$ cat src/fsd_pkg.sv
package fsd_pkg;

    // Register addresses
    localparam logic [7:0] FSD_ADDR_STATUS2 = 8'h03;
    localparam logic [7:0] FSD_ADDR_DUTY = 8'h22;

    // Reset values
    localparam logic [7:0] FSD_STATUS2_RESET = 8'h00;
    localparam logic [7:0] FSD_DUTY_RESET = 8'h55;

    // Second status register bit positions
    localparam int FSD_BIT_OVERHEAT_IN = 7;
    localparam int FSD_BIT_LOCAL_OVERHEAT = 6;
    localparam int FSD_BIT_PASSIVE = 5;
    localparam int FSD_BIT_LOCAL_CRIT = 4;
    localparam int FSD_BIT_REMOTE_CRIT = 3;

    // Duty scale and floors
    localparam logic [7:0] FSD_DUTY_FULL = 8'hFF;
    localparam logic [7:0] FSD_DUTY_ZERO = 8'h00;
    localparam int FSD_RPM_FLOOR_PCT = 30;
    localparam int FSD_OFF_FLOOR_PCT = 7;
    localparam logic [7:0] FSD_RPM_FLOOR_CODE = 8'((FSD_RPM_FLOOR_PCT * 255 + 99) / 100);

    // Overheat re-arm hysteresis in degrees
    localparam logic signed [8:0] FSD_OVERHEAT_HYST = 9'sh005;

    // Fan control modes, Gray ordered
    typedef enum logic [1:0] {
        FSD_MODE_AUTO = 2'b00,
        FSD_MODE_SW_RPM = 2'b01,
        FSD_MODE_SW_DCY = 2'b11
    } fsd_mode_e;

    // Monitoring results and limits, whole degrees, signed
    typedef struct packed {
        logic signed [7:0] local_temp;
        logic signed [7:0] remote_temp;
        logic signed [7:0] local_overheat_limit;
        logic signed [7:0] local_crit_temp;
        logic signed [7:0] remote_crit_temp;
        logic signed [7:0] control_temp;
        logic signed [7:0] passive_cooling_temp;
    } fsd_temps_s;

    // Register access request from the serial interface engine
    typedef struct packed {
        logic rd;
        logic wr;
        logic [7:0] addr;
        logic [7:0] wdata;
    } fsd_reg_req_s;

    // True when duty code lies strictly below a percentage of full scale
    function automatic logic fsd_below_pct(input logic [7:0] code, input int pct);
        logic [15:0] lhs;
        logic [15:0] rhs;
        lhs = 16'(code) * 16'd100;
        rhs = 16'(pct * 255);
        return lhs < rhs;
    endfunction

endpackage

$ cat src/fsd_duty_shaper.sv
`timescale 1ns/1ps
// Derives the pin duty and the read-back duty from the calculated duty
module fsd_duty_shaper (
    input wire logic [1:0] i_mode,
    input wire logic i_speed_sense_mode,
    input wire logic i_full_speed,
    input wire logic [7:0] i_calc_duty,
    output logic [7:0] o_pin_duty,
    output logic [7:0] o_read_duty
);
    typedef struct packed {
        logic [7:0] pin_duty;
        logic [7:0] read_duty;
    } fsd_shape_s;

    fsd_shape_s shape;

    always_comb begin
        shape.pin_duty = i_calc_duty;
        shape.read_duty = i_calc_duty;
        if (!i_speed_sense_mode) begin
            // rpm mode floor
            if (i_mode == fsd_pkg::FSD_MODE_SW_RPM
                && fsd_pkg::fsd_below_pct(i_calc_duty, fsd_pkg::FSD_RPM_FLOOR_PCT)) begin
                shape.pin_duty = fsd_pkg::FSD_RPM_FLOOR_CODE;
            end
            // low duty cutoff
            if ((i_mode == fsd_pkg::FSD_MODE_SW_DCY || i_mode == fsd_pkg::FSD_MODE_AUTO)
                && fsd_pkg::fsd_below_pct(i_calc_duty, fsd_pkg::FSD_OFF_FLOOR_PCT)) begin
                shape.pin_duty = fsd_pkg::FSD_DUTY_ZERO;
            end
        end
        // full speed override
        if (i_full_speed) begin
            shape.pin_duty = fsd_pkg::FSD_DUTY_FULL;
            shape.read_duty = fsd_pkg::FSD_DUTY_FULL;
        end
    end

    assign o_pin_duty = shape.pin_duty;
    assign o_read_duty = shape.read_duty;
endmodule

$ cat src/fsd_event_flag.sv
`timescale 1ns/1ps
// Status flag: sampled on an event, cleared on read, set wins over clear
module fsd_event_flag (
    input wire logic i_clk_sys,
    input wire logic i_reset,
    input wire logic i_sample,
    input wire logic i_cond,
    input wire logic i_clear,
    output logic o_flag
);
    typedef struct packed {
        logic flag;
    } fsd_flag_state_s;

    fsd_flag_state_s state_r;
    fsd_flag_state_s state_nxt;

    // Clear first, then a sample overrides it
    always_comb begin
        state_nxt = state_r;
        if (i_clear) begin
            state_nxt.flag = 1'b0;
        end
        if (i_sample) begin
            state_nxt.flag = i_cond;
        end
    end

    always_ff @(posedge i_clk_sys) begin
        if (i_reset) begin
            state_r <= '0;
        end else begin
            state_r <= state_nxt;
        end
    end

    assign o_flag = state_r.flag;
endmodule

$ cat src/fsd_status_duty.sv
`timescale 1ns/1ps
// Summary of operation
// Overheat pin pulled low externally sets status bit 7 and forces full fan speed.
// Overheat input flag clears on status two read, resets while pin stays low.
// Bit 6 set when local temperature exceeds overheat limit; overheat pin driven low.
// Local overheat flag raises alert only with overheat interrupt enable set.
// Bit 6 clears on status one read, re-arms after dropping five degrees below limit.
// Bit 5 set when control temperature at or below passive cooling temperature.
// Passive flag alerts when enabled, clears on read, reasserts next monitoring cycle.
// Bit 4 set at local critical; drives over-temperature pin low, unmaskable alert.
// Local critical flag clears on status two read, resets next monitoring cycle.
// Bit 3 set at remote critical; drives over-temperature pin low, unmaskable alert.
// Remote critical flag clears on status two read, resets next monitoring cycle.
// Status two bits 2 to 0 always read zero.
// Status two register reads all zeros after reset.
// Duty code maps linearly onto PWM duty, zero to full scale.
// Duty register resets to 0x55.
// Duty reads return the duty driving the pin, except two low-duty cases.
// Speed sense zero, rpm mode: below 30 percent pin forced to 30 percent.
// Speed sense zero, duty or auto mode: below 7 percent pin forced off.
// In software duty mode a written duty drives the PWM directly.
// In other modes a written duty is held, applied on entering duty mode.
// Writes to status two are ignored.
module fsd_status_duty (
    input wire logic i_clk_sys,
    input wire logic i_reset,
    input wire fsd_pkg::fsd_reg_req_s i_reg_req,
    output logic [7:0] o_reg_rdata,
    input wire logic i_status1_read,
    input wire logic i_monitor_tick,
    input wire fsd_pkg::fsd_temps_s i_temps,
    input wire logic [1:0] i_ctrl_mode,
    input wire logic i_speed_sense_mode,
    input wire logic [7:0] i_loop_duty,
    input wire logic i_overheat_irq_enable,
    input wire logic i_passive_irq_enable,
    input wire logic i_overheat_pin_in,
    output logic o_overheat_pin_out,
    output logic o_overheat_pin_oe,
    output logic o_overtemp_alert_pin_n,
    output logic o_smbalert_n,
    output logic [7:0] o_pwm_duty,
    output logic o_full_speed
);
    typedef struct packed {
        logic local_overheat_flag;
        logic overheat_rearm_wait;
        logic [7:0] duty_value;
        logic [7:0] rdata;
        logic overheat_oe;
        logic overtemp_n;
        logic alert_n;
        logic [7:0] pwm_duty;
        logic full_speed;
    } fsd_state_s;

    fsd_state_s state_r;
    fsd_state_s state_nxt;

    logic status2_rd;
    logic duty_wr;
    logic pin_pulled_low;
    logic overheat_input_flag;
    logic passive_cooling_flag;
    logic local_critical_flag;
    logic remote_critical_flag;
    logic local_over_cond;
    logic local_rearm_cond;
    logic [7:0] calc_duty;
    logic [7:0] pin_duty;
    logic [7:0] read_duty;
    logic [7:0] status2_value;

    // Register decode
    assign status2_rd = i_reg_req.rd && i_reg_req.addr == fsd_pkg::FSD_ADDR_STATUS2;
    assign duty_wr = i_reg_req.wr && i_reg_req.addr == fsd_pkg::FSD_ADDR_DUTY;

    // external pull-low seen only while not driving the pin
    assign pin_pulled_low = !i_overheat_pin_in && !state_r.overheat_oe;

    // Local overheat compare and re-arm threshold
    assign local_over_cond = i_temps.local_temp > i_temps.local_overheat_limit;
    assign local_rearm_cond = 9'(i_temps.local_temp)
        <= 9'(i_temps.local_overheat_limit) - fsd_pkg::FSD_OVERHEAT_HYST;

    // overheat input flag
    fsd_event_flag u_overheat_in (
        .i_clk_sys(i_clk_sys),
        .i_reset(i_reset),
        .i_sample(pin_pulled_low),
        .i_cond(1'b1),
        .i_clear(status2_rd),
        .o_flag(overheat_input_flag)
    );

    // passive cooling flag
    fsd_event_flag u_passive (
        .i_clk_sys(i_clk_sys),
        .i_reset(i_reset),
        .i_sample(i_monitor_tick),
        .i_cond(i_temps.control_temp <= i_temps.passive_cooling_temp),
        .i_clear(status2_rd),
        .o_flag(passive_cooling_flag)
    );

    // local critical flag
    fsd_event_flag u_local_crit (
        .i_clk_sys(i_clk_sys),
        .i_reset(i_reset),
        .i_sample(i_monitor_tick),
        .i_cond(i_temps.local_temp >= i_temps.local_crit_temp),
        .i_clear(status2_rd),
        .o_flag(local_critical_flag)
    );

    // remote critical flag
    fsd_event_flag u_remote_crit (
        .i_clk_sys(i_clk_sys),
        .i_reset(i_reset),
        .i_sample(i_monitor_tick),
        .i_cond(i_temps.remote_temp >= i_temps.remote_crit_temp),
        .i_clear(status2_rd),
        .o_flag(remote_critical_flag)
    );

    // reserved bits zero
    always_comb begin
        status2_value = fsd_pkg::FSD_STATUS2_RESET;
        status2_value[fsd_pkg::FSD_BIT_OVERHEAT_IN] = overheat_input_flag;
        status2_value[fsd_pkg::FSD_BIT_LOCAL_OVERHEAT] = state_r.local_overheat_flag;
        status2_value[fsd_pkg::FSD_BIT_PASSIVE] = passive_cooling_flag;
        status2_value[fsd_pkg::FSD_BIT_LOCAL_CRIT] = local_critical_flag;
        status2_value[fsd_pkg::FSD_BIT_REMOTE_CRIT] = remote_critical_flag;
    end

    // duty source by mode
    assign calc_duty = (i_ctrl_mode == fsd_pkg::FSD_MODE_SW_DCY) ? state_r.duty_value : i_loop_duty;

    // pin and read-back duty
    fsd_duty_shaper u_shaper (
        .i_mode(i_ctrl_mode),
        .i_speed_sense_mode(i_speed_sense_mode),
        .i_full_speed(overheat_input_flag),
        .i_calc_duty(calc_duty),
        .o_pin_duty(pin_duty),
        .o_read_duty(read_duty)
    );

    // Next state
    always_comb begin
        state_nxt = state_r;

        // clear on status one read, then wait for re-arm
        if (i_status1_read && state_r.local_overheat_flag) begin
            state_nxt.local_overheat_flag = 1'b0;
            state_nxt.overheat_rearm_wait = 1'b1;
        end
        // monitoring result, set wins over clear
        if (i_monitor_tick) begin
            if (state_r.overheat_rearm_wait) begin
                state_nxt.local_overheat_flag = 1'b0;
                if (local_rearm_cond) begin
                    state_nxt.overheat_rearm_wait = 1'b0;
                end
            end else begin
                state_nxt.local_overheat_flag = local_over_cond;
                if (local_over_cond) begin
                    state_nxt.overheat_rearm_wait = 1'b0;
                end
            end
        end

        // duty write, held while not in duty mode
        if (duty_wr) begin
            state_nxt.duty_value = i_reg_req.wdata;
        end

        // status writes fall through unused
        case (i_reg_req.addr)
            fsd_pkg::FSD_ADDR_STATUS2: state_nxt.rdata = status2_value;
            fsd_pkg::FSD_ADDR_DUTY: state_nxt.rdata = read_duty;
            default: state_nxt.rdata = 8'h00;
        endcase
        if (!i_reg_req.rd) begin
            state_nxt.rdata = state_r.rdata;
        end

        // overheat pin low while flag set
        state_nxt.overheat_oe = state_nxt.local_overheat_flag;
        // over-temperature pin
        state_nxt.overtemp_n = !(local_critical_flag || remote_critical_flag);
        // alert sources
        state_nxt.alert_n = !((state_r.local_overheat_flag && i_overheat_irq_enable)
            || (passive_cooling_flag && i_passive_irq_enable)
            || local_critical_flag || remote_critical_flag);
        // shaped pin duty
        state_nxt.pwm_duty = pin_duty;
        state_nxt.full_speed = overheat_input_flag;
    end

    // reset values
    always_ff @(posedge i_clk_sys) begin
        if (i_reset) begin
            state_r.local_overheat_flag <= 1'b0;
            state_r.overheat_rearm_wait <= 1'b0;
            state_r.duty_value <= fsd_pkg::FSD_DUTY_RESET;
            state_r.rdata <= 8'h00;
            state_r.overheat_oe <= 1'b0;
            state_r.overtemp_n <= 1'b1;
            state_r.alert_n <= 1'b1;
            state_r.pwm_duty <= fsd_pkg::FSD_DUTY_RESET;
            state_r.full_speed <= 1'b0;
        end else begin
            state_r <= state_nxt;
        end
    end

    // Outputs straight from flops, overheat pin data tied low
    assign o_reg_rdata = state_r.rdata;
    assign o_overheat_pin_out = 1'b0;
    assign o_overheat_pin_oe = state_r.overheat_oe;
    assign o_overtemp_alert_pin_n = state_r.overtemp_n;
    assign o_smbalert_n = state_r.alert_n;
    assign o_pwm_duty = state_r.pwm_duty;
    assign o_full_speed = state_r.full_speed;
endmodule

$ cat config.mk
export PLATFORM = sky130hd
export DESIGN_NAME = fsd_status_duty
export DESIGN_NICKNAME = d
export VERILOG_FILES = /design/src/fsd_pkg.sv /design/src/fsd_duty_shaper.sv /design/src/fsd_event_flag.sv /design/src/fsd_status_duty.sv
export SDC_FILE = /design/constraint.sdc
export NUM_CORES = 1
export LEC_CHECK = 0
export BUFFER_PORTS_ARGS = -buffer_cell sky130_fd_sc_hd__buf_2
export CAP_MARGIN = 5
export CORE_MARGIN = 5
export CORE_UTILIZATION = 47
export DETAILED_ROUTE_END_ITERATION = 8
export PLACE_DENSITY = 0.89
export SLEW_MARGIN = 40
export SYNTH_ARGS = -nofsm -noshare
export SYNTH_HDL_FRONTEND = slang
export SYNTH_SLANG_ARGS = --single-unit
$ cat constraint.sdc
create_clock -name i_clk_sys -period 4.6 [get_ports i_clk_sys]
set_input_delay 0.92 -clock i_clk_sys [delete_from_list [all_inputs] [get_ports i_clk_sys]]
set_output_delay 0.92 -clock i_clk_sys [all_outputs]
set_load 0.05 [all_outputs]
## Word level (Yosys, flattened, before mapping)

Cells that the tools add are included.

| cells by class | value |
|---|---|
| add/subtract/negate cells | 1 |
| multiply operators | 1 |
| $lt $le $gt $ge | 7 |
| equality and inequality tests | 4 |
| muxes and demuxes | 16 |
| reduce and logical (&&, ||, !) cells | 22 |

Operator list:

| cell | count |
|---|---|
| $mux 8 | 4 |
| $ge 8x8->1 | 2 |
| $mux 16 | 1 |
| $pmux 8 s2 | 1 |
| $lt 15x11->1 const B | 1 |
| $lt 15x13->1 const B | 1 |
| $mul 8x5->13 const B | 1 |
| $le 8x9->1 | 1 |
| $sub 8x4->9 const B | 1 |
| $eq 8x2->1 const B | 1 |
| $eq 8x6->1 const B | 1 |
| $gt 8x8->1 | 1 |
| $le 8x8->1 | 1 |
| $logic_and 1x1->1 | 8 |
| $mux 1 | 7 |
| $mux 2 | 3 |
| $reduce_bool 2->1 | 3 |
| $logic_or 1x1->1 | 5 |
| $logic_not 1->1 | 4 |
| $eq 2x1->1 const B | 1 |
| $eq 2x2->1 const B | 1 |
| $logic_not 2->1 | 1 |
| $reduce_or 2->1 | 1 |

| word-level totals | value |
|---|---|
| register bits after elaboration | 33 |
| bits of input ports | 92 |
| output and inout bits | 21 |
| logic and storage cells | 64 |

## Longest topological paths before layout

| logic depth | value |
|---|---|
| word-level depth | 10 |
| mapped depth | 16 |
| mapped depth without buffers | 15 |

## Hierarchy

A second synthesis with hierarchy kept.

| unflattened totals | value |
|---|---|
| cell total of the unflattened synthesis | 407 |
| area, all modules | 3467.1 um^2 |

Modules (own cells, without submodules):

| module | times used | cells an instance | area each (um^2) | sequential area each (um^2) |
|---|---|---|---|---|
| fsd_status_duty | 1 | 278 | 2394.8 | 580.6 |
| fsd_duty_shaper | 1 | 113 | 922.1 | 0.0 |
| fsd_event_flag | 4 | 4 | 37.5 | 20.0 |

## Worst setup path after synthesis

Ideal clock, no wire load.

| timing path | value |
|---|---|
| kind | input-to-reg |
| from | input i_ctrl_mode[0] |
| to | register state_r (netlist bit o_pwm_duty[3]) |
| setup time | 130 ps |
| data arrival time | 4497 ps |
| data required time | 4470 ps |
| slack | -27 ps |
| stages on the path | 14 |
| buffers on the path | 1 |
| cell sequence | ha_1 buf_2 mux2_2 ha_1 ha_1 fa_1 ha_1 a211oi_2 o21bai_1 and3b_1 a2111oi_4 and2_2 o21bai_2 a21oi_2 |

| between the ends | value |
|---|---|
| cells in the longest elaborated chain, start to end | 9 |
| elaborated cells between the ends (all ways) | 14 |
| classes of those cells | 1 x mul; 2 x order compare; 2 x eq/ne; 5 x mux; 4 x reduce/logical |

Ends and longest elaborated chain:

| element | RTL line | RTL |
|---|---|---|
| from (decl) | fsd_status_duty.sv:32 | `input wire logic [1:0] i_ctrl_mode,` |
| $eq 2x2->1 | fsd_duty_shaper.sv:28, fsd_status_duty.sv:137 |  |
| $mux 8 | fsd_status_duty.sv:137 | `assign calc_duty = (i_ctrl_mode == fsd_pkg::FSD_MODE_SW_DCY) ? state_r.duty_value : i_loop_duty;` |
| $mul 8x5->13 | fsd_pkg.sv:58 | `lhs = 16'(code) * 16'd100;` |
| $lt 15x13->1 | fsd_pkg.sv:60 | `return lhs < rhs;` |
| $logic_and 1x1->1 | fsd_duty_shaper.sv:24 | `&& fsd_pkg::fsd_below_pct(i_calc_duty, fsd_pkg::FSD_RPM_FLOOR_PCT)) begin` |
| $mux 8 | fsd_duty_shaper.sv:23 | `if (i_mode == fsd_pkg::FSD_MODE_SW_RPM` |
| $mux 8 | fsd_duty_shaper.sv:28 | `if ((i_mode == fsd_pkg::FSD_MODE_SW_DCY \|\| i_mode == fsd_pkg::FSD_MODE_AUTO)` |
| $mux 8 * | fsd_duty_shaper.sv:21 | `if (!i_speed_sense_mode) begin` |
| $mux 16 * | fsd_duty_shaper.sv:34 | `if (i_full_speed) begin` |
| to (signal assigned) | fsd_status_duty.sv:214 | `state_r <= state_nxt;` |
| to (decl) | fsd_status_duty.sv:57 | `fsd_state_s state_r;` |

Mark *: on every way between the ends. The rest lies on a longest branch, timed or not.
A chain may end at the register's enable or synchronous reset.

## Worst setup path in the final report

Same ends and word-level chain as after synthesis.

==> results by group <==
STA
  • Fin crit share: between 90% and 100%
  • Slew margin rel.: a little under half
  • Hold_ws: around 0.46 ns
  • Setup_tns: 0 ns
  • Hold Fails Final Rpt: 0
  • FMAX: 221 MHz
  • Slew @ Worst Pin: roughly 0.80 ns
  • Final Max Slew Viols: 0
  • Layout Skew: roughly 0.0053 ns
  • Minimum clock period: roughly 4.5 ns
  • Setup Viol. Count Final: 0
  • Final worst slack: 0.0700 ns

Logic synthesis
  • Mean Syn Cell Area: ~8.3 um2
  • Seq cells post-synth: 33
  • Async SR Flop Fraction: 0%
  • YS warnings: 0
  • Syn Nets: about 600
  • Post-Syn Instances: 421
  • Sequential fraction of the synthesis area: roughly a fifth
  • Synth area leader: ha_1
  • Synth area leaders: ha_1 26%, dfxtp_1 19%, a21oi_1 5.2%
  • Number of synthesized flops with an enable pin: 0
  • Synth Flop Type: dfxtp_1
  • Largest family of logic cells by synthesized area: adder cells
  • Post-synthesis mux area share: 3.33%
  • Post-Synth XOR/XNOR Area: ~2.3%
  • Post-Synth Adder-Cell Area: between 20% and 30%
  • Synth top area share: a little over a quarter
  • Compound-Gate Fraction of Synth Area: approximately a fifth
  • Synth Area in Simple Gates: about 18%
  • Post-Syn Area: ~0.0035 mm2
  • Synth cell types: 62

Setup path
  • R2R setup slack: 0.87 ns
  • FF-to-FF path depth: 13
  • Crit. End Element: flop
  • CP Max Fanout: 12
  • Crit path top cell by count: ha_1
  • Worst EP required: around 4.8 ns
  • CP bufs+invs: 4
  • Reg-to-reg endpoint: o_pwm_duty[3]$_SDFF_PP0_
  • CP peak stage delay: 0.43 ns
  • CP Class: in -> reg
  • Crit path max-delay family: adder cells
  • CP startpoint kind: input pin
  • Crit path arrival time: 4.69 ns
  • Worst r2r src: state_r[23]$_SDFFE_PP0P_
  • Worst path cell trace: buf_2 -> ha_2 -> buf_12 -> mux2_2 -> ha_1 -> ha_1 -> ha_1 -> ha_1 -> buf_4 -> a21oi_1 -> o21ai_2 -> xor2_1 -> buf_4 -> a2111oi_4 -> and2_4 -> o21bai_2 -> a21oi_2
  • Critical path's slowest cell: a2111oi_4

Power
  • PwrDens: between 200 and 300 mW/mm2
  • Cell Int Power: roughly 780 uW
  • Combinational group share of total power: 52.3%
  • Leak: 2.26 nW
  • Power Total: ~1.2 mW
  • Clock group share of total power: about 23%
  • VDD IR max: 0.000160 V
  • P_sw: 454 uW
  • Sequential Power Share: between 20% and 30%
  • Sw frac: a little under two fifths

GRT
  • Busiest grt layer: met2
  • First-pass GRT wire length: between 10 and 15 mm
  • Gr usage total: ~20%
  • Met2 Use GR: 37.1%
  • Vias in the first global route: about 3,400
  • Largest net degree at the start of global routing: 31
  • Overflow after GRT: 0
  • Met3 Track Usage GR: 3.67%
  • Initial antenna violation count: 0
  • Met1 usage: 22.3%

Placement
  • Port Buf Inserts: about 110
  • Worst slack at placement: -0.232 ns
  • RePlAce Congestion: approximately 0.88
  • Half-perimeter wire length after placement: between 7 and 8 mm
  • Area after DPL: around 0.0042 mm2

Hold path
  • Hold depth: 2
  • Hold EP: state_r[25]$_SDFFE_PP0P_
  • HP Class: reg -> reg
  • Worst hold start: state_r[25]$_SDFFE_PP0P_

Die
  • Core Footprint: just over 0.007 mm2
  • Initial Util: 48.2%
  • # IOs: 113
  • Die area: around 0.0093 mm2
  • Die height: 96.3 um
  • Die span in x: approximately 96 um
  • Site Rows: 31

Clock network
  • Clk pin slew, worst setup/hold paths: 0.06 ns
  • H-tree levels: 2
  • CTS sink count: 33
  • CTS Root Cell: clkbuf_8
  • CTS Buffer Depth: 2
  • CTS tree: yes
  • Clk_lat worst skew: between 0.2 and 0.3 ns
  • Hold buffer count at cts: 0
  • CTS Buf Count: 5

Detailed routing
  • Via density: 5.17
  • TritonRoute pass-1 iters: 4
  • DRC viols: 0
  • Number of routed nets with antenna violations: 0
  • Aggregate routed wire length: just over 9 mm
  • DRT iter0 DRCs: about 120
  • Via Count: between 3,000 and 4,000
  • Wire per inst: between 10 and 15 um

Final layout
  • Most frequent cells in the layout: 111 x buf_2, 68 x ha_1, 47 x inv_1, 36 x a21oi_1, 33 x dfxtp_1
  • Ant. Diodes: 0
  • Filler Cell Count: 642
  • Final net count: 710
  • Area taken by flip-flops and latches: 661 um2
  • Final instance area: 0.00444 mm2
  • Most common cell after layout, fill and taps aside: buf_2
  • Layout cells sized above 1: 33.7%
  • Layout area overhead: 27.0%
  • Area of the multi-input gates: between 0.002 and 0.003 mm2

Outcome
  • Outcome: completed

Job
  • Maxcap violations: 0
## per-layer routing
metal | wire length (um) | vias up
li1 | - | 1711
met1 | 3640 | 1491
met2 | 4610 | 104
met3 | 613 | 14
met4 | 218 | 0
met5 | 0 | -
## cell usage after synthesis (2+ instances only)
master / n
a31oi_1: 4
nand2b_1: 9
o21a_1: 2
nand4_1: 6
nand3_1: 3
nor3b_1: 2
mux2_2: 9
a211oi_2: 2
a2111oi_0: 2
dfxtp_1: 33
nand3b_1: 4
fa_1: 3
o21ai_1: 4
buf_4: 17
o21bai_1: 2
or3b_2: 2
buf_2: 2
nor2b_1: 11
nor3_1: 7
o211ai_1: 10
o21ai_0: 18
a21o_1: 6
xnor2_1: 7
a21oi_1: 36
clkbuf_1: 5
nor4_1: 2
inv_1: 47
nand2_1: 32
ha_1: 73
nor2_1: 27
xor2_1: 2
a2111oi_4: 2
## power groups by stage
stage               clock network [mW]  logic, mW  registers [mW]
finish                           0.278      0.646           0.311
global route                     0.294      0.716           0.312
floorplan                            0      0.390           0.324
global placement                     0      0.568           0.316
detailed placement                   0      0.590           0.317
CTS                              0.283      0.594           0.311
## cell families after synthesis
| family | after synthesis |
|---|---|
| buf+inv | 71 |
| other cells | 1 |
| compound gates | 103 |
| flops | 33 |
| fa+ha+maj | 76 |
| mux | 10 |
| simple gates | 118 |
| xor+xnor | 9 |
## worst register-to-register path, cell delays in order, from the launching register on
cell and delay, ns:
dfxtp_1 0.32, mux2_4 0.29, ha_1 0.35, ha_4 0.23
fa_1 0.51, ha_2 0.31, a211oi_4 0.36, o21ai_2 0.09
xor2_1 0.15, buf_4 0.15, a2111oi_4 0.43, and2_4 0.21
o21bai_2 0.11, a21oi_2 0.07
## worst max-delay path by stage
| stage | from | end | slack (ns) | depth (start not counted) |
|---|---|---|---|---|
| floorplan | i_ctrl_mode[0] | o_pwm_duty[3]$_SDFF_PP0_ | 0.007 | 16 |
| global placement | i_ctrl_mode[0] | o_pwm_duty[3]$_SDFF_PP0_ | -0.11 | 15 |
| detailed placement | i_ctrl_mode[0] | o_pwm_duty[3]$_SDFF_PP0_ | -0.23 | 17 |
| CTS | i_ctrl_mode[0] | o_pwm_duty[3]$_SDFF_PP0_ | 0.05 | 17 |
| global route | i_ctrl_mode[0] | o_pwm_duty[5]$_SDFF_PP0_ | -0.02 | 18 |
| finish | i_ctrl_mode[0] | o_pwm_duty[3]$_SDFF_PP0_ | 0.07 | 17 |
## registers in the layout, summed over array words and instances, names as in the netlist
signal                  cells
state_r                     9
o_pwm_duty                  8
o_reg_rdata                 8
o_full_speed                1
o_overheat_pin_oe           1
o_overtemp_alert_pin_n      1
o_smbalert_n                1
u_local_crit.o_flag         1
u_overheat_in.o_flag        1
u_passive.o_flag            1
u_remote_crit.o_flag        1
## through the flow
step,util [%],instances
2_1_floorplan,-,421
3_3_place_gp,58.3,633
3_5_place_dp,58.3,633
4_1_cts,59.9,641
5_1_grt,61.3,642
6_report,61.3,642
## layout make-up
cell class | count | share of cell area [%]
Multi-Input combinational cell | 317 | 58.4
Timing Repair Buffer | 138 | 17.3
Sequential cell | 33 | 14.9
Inverter | 47 | 3.97
Tap cell | 99 | 2.79
Clock buffer | 7 | 1.94
Clock inverter | 1 | 0.676
## timing repair
action | CTS | global route
setup buffers | 0 | 1
setup endpoints to repair | 0 | 8
resized for setup | 0 | 19
Note: power is estimated with default switching activity, not from simulation.
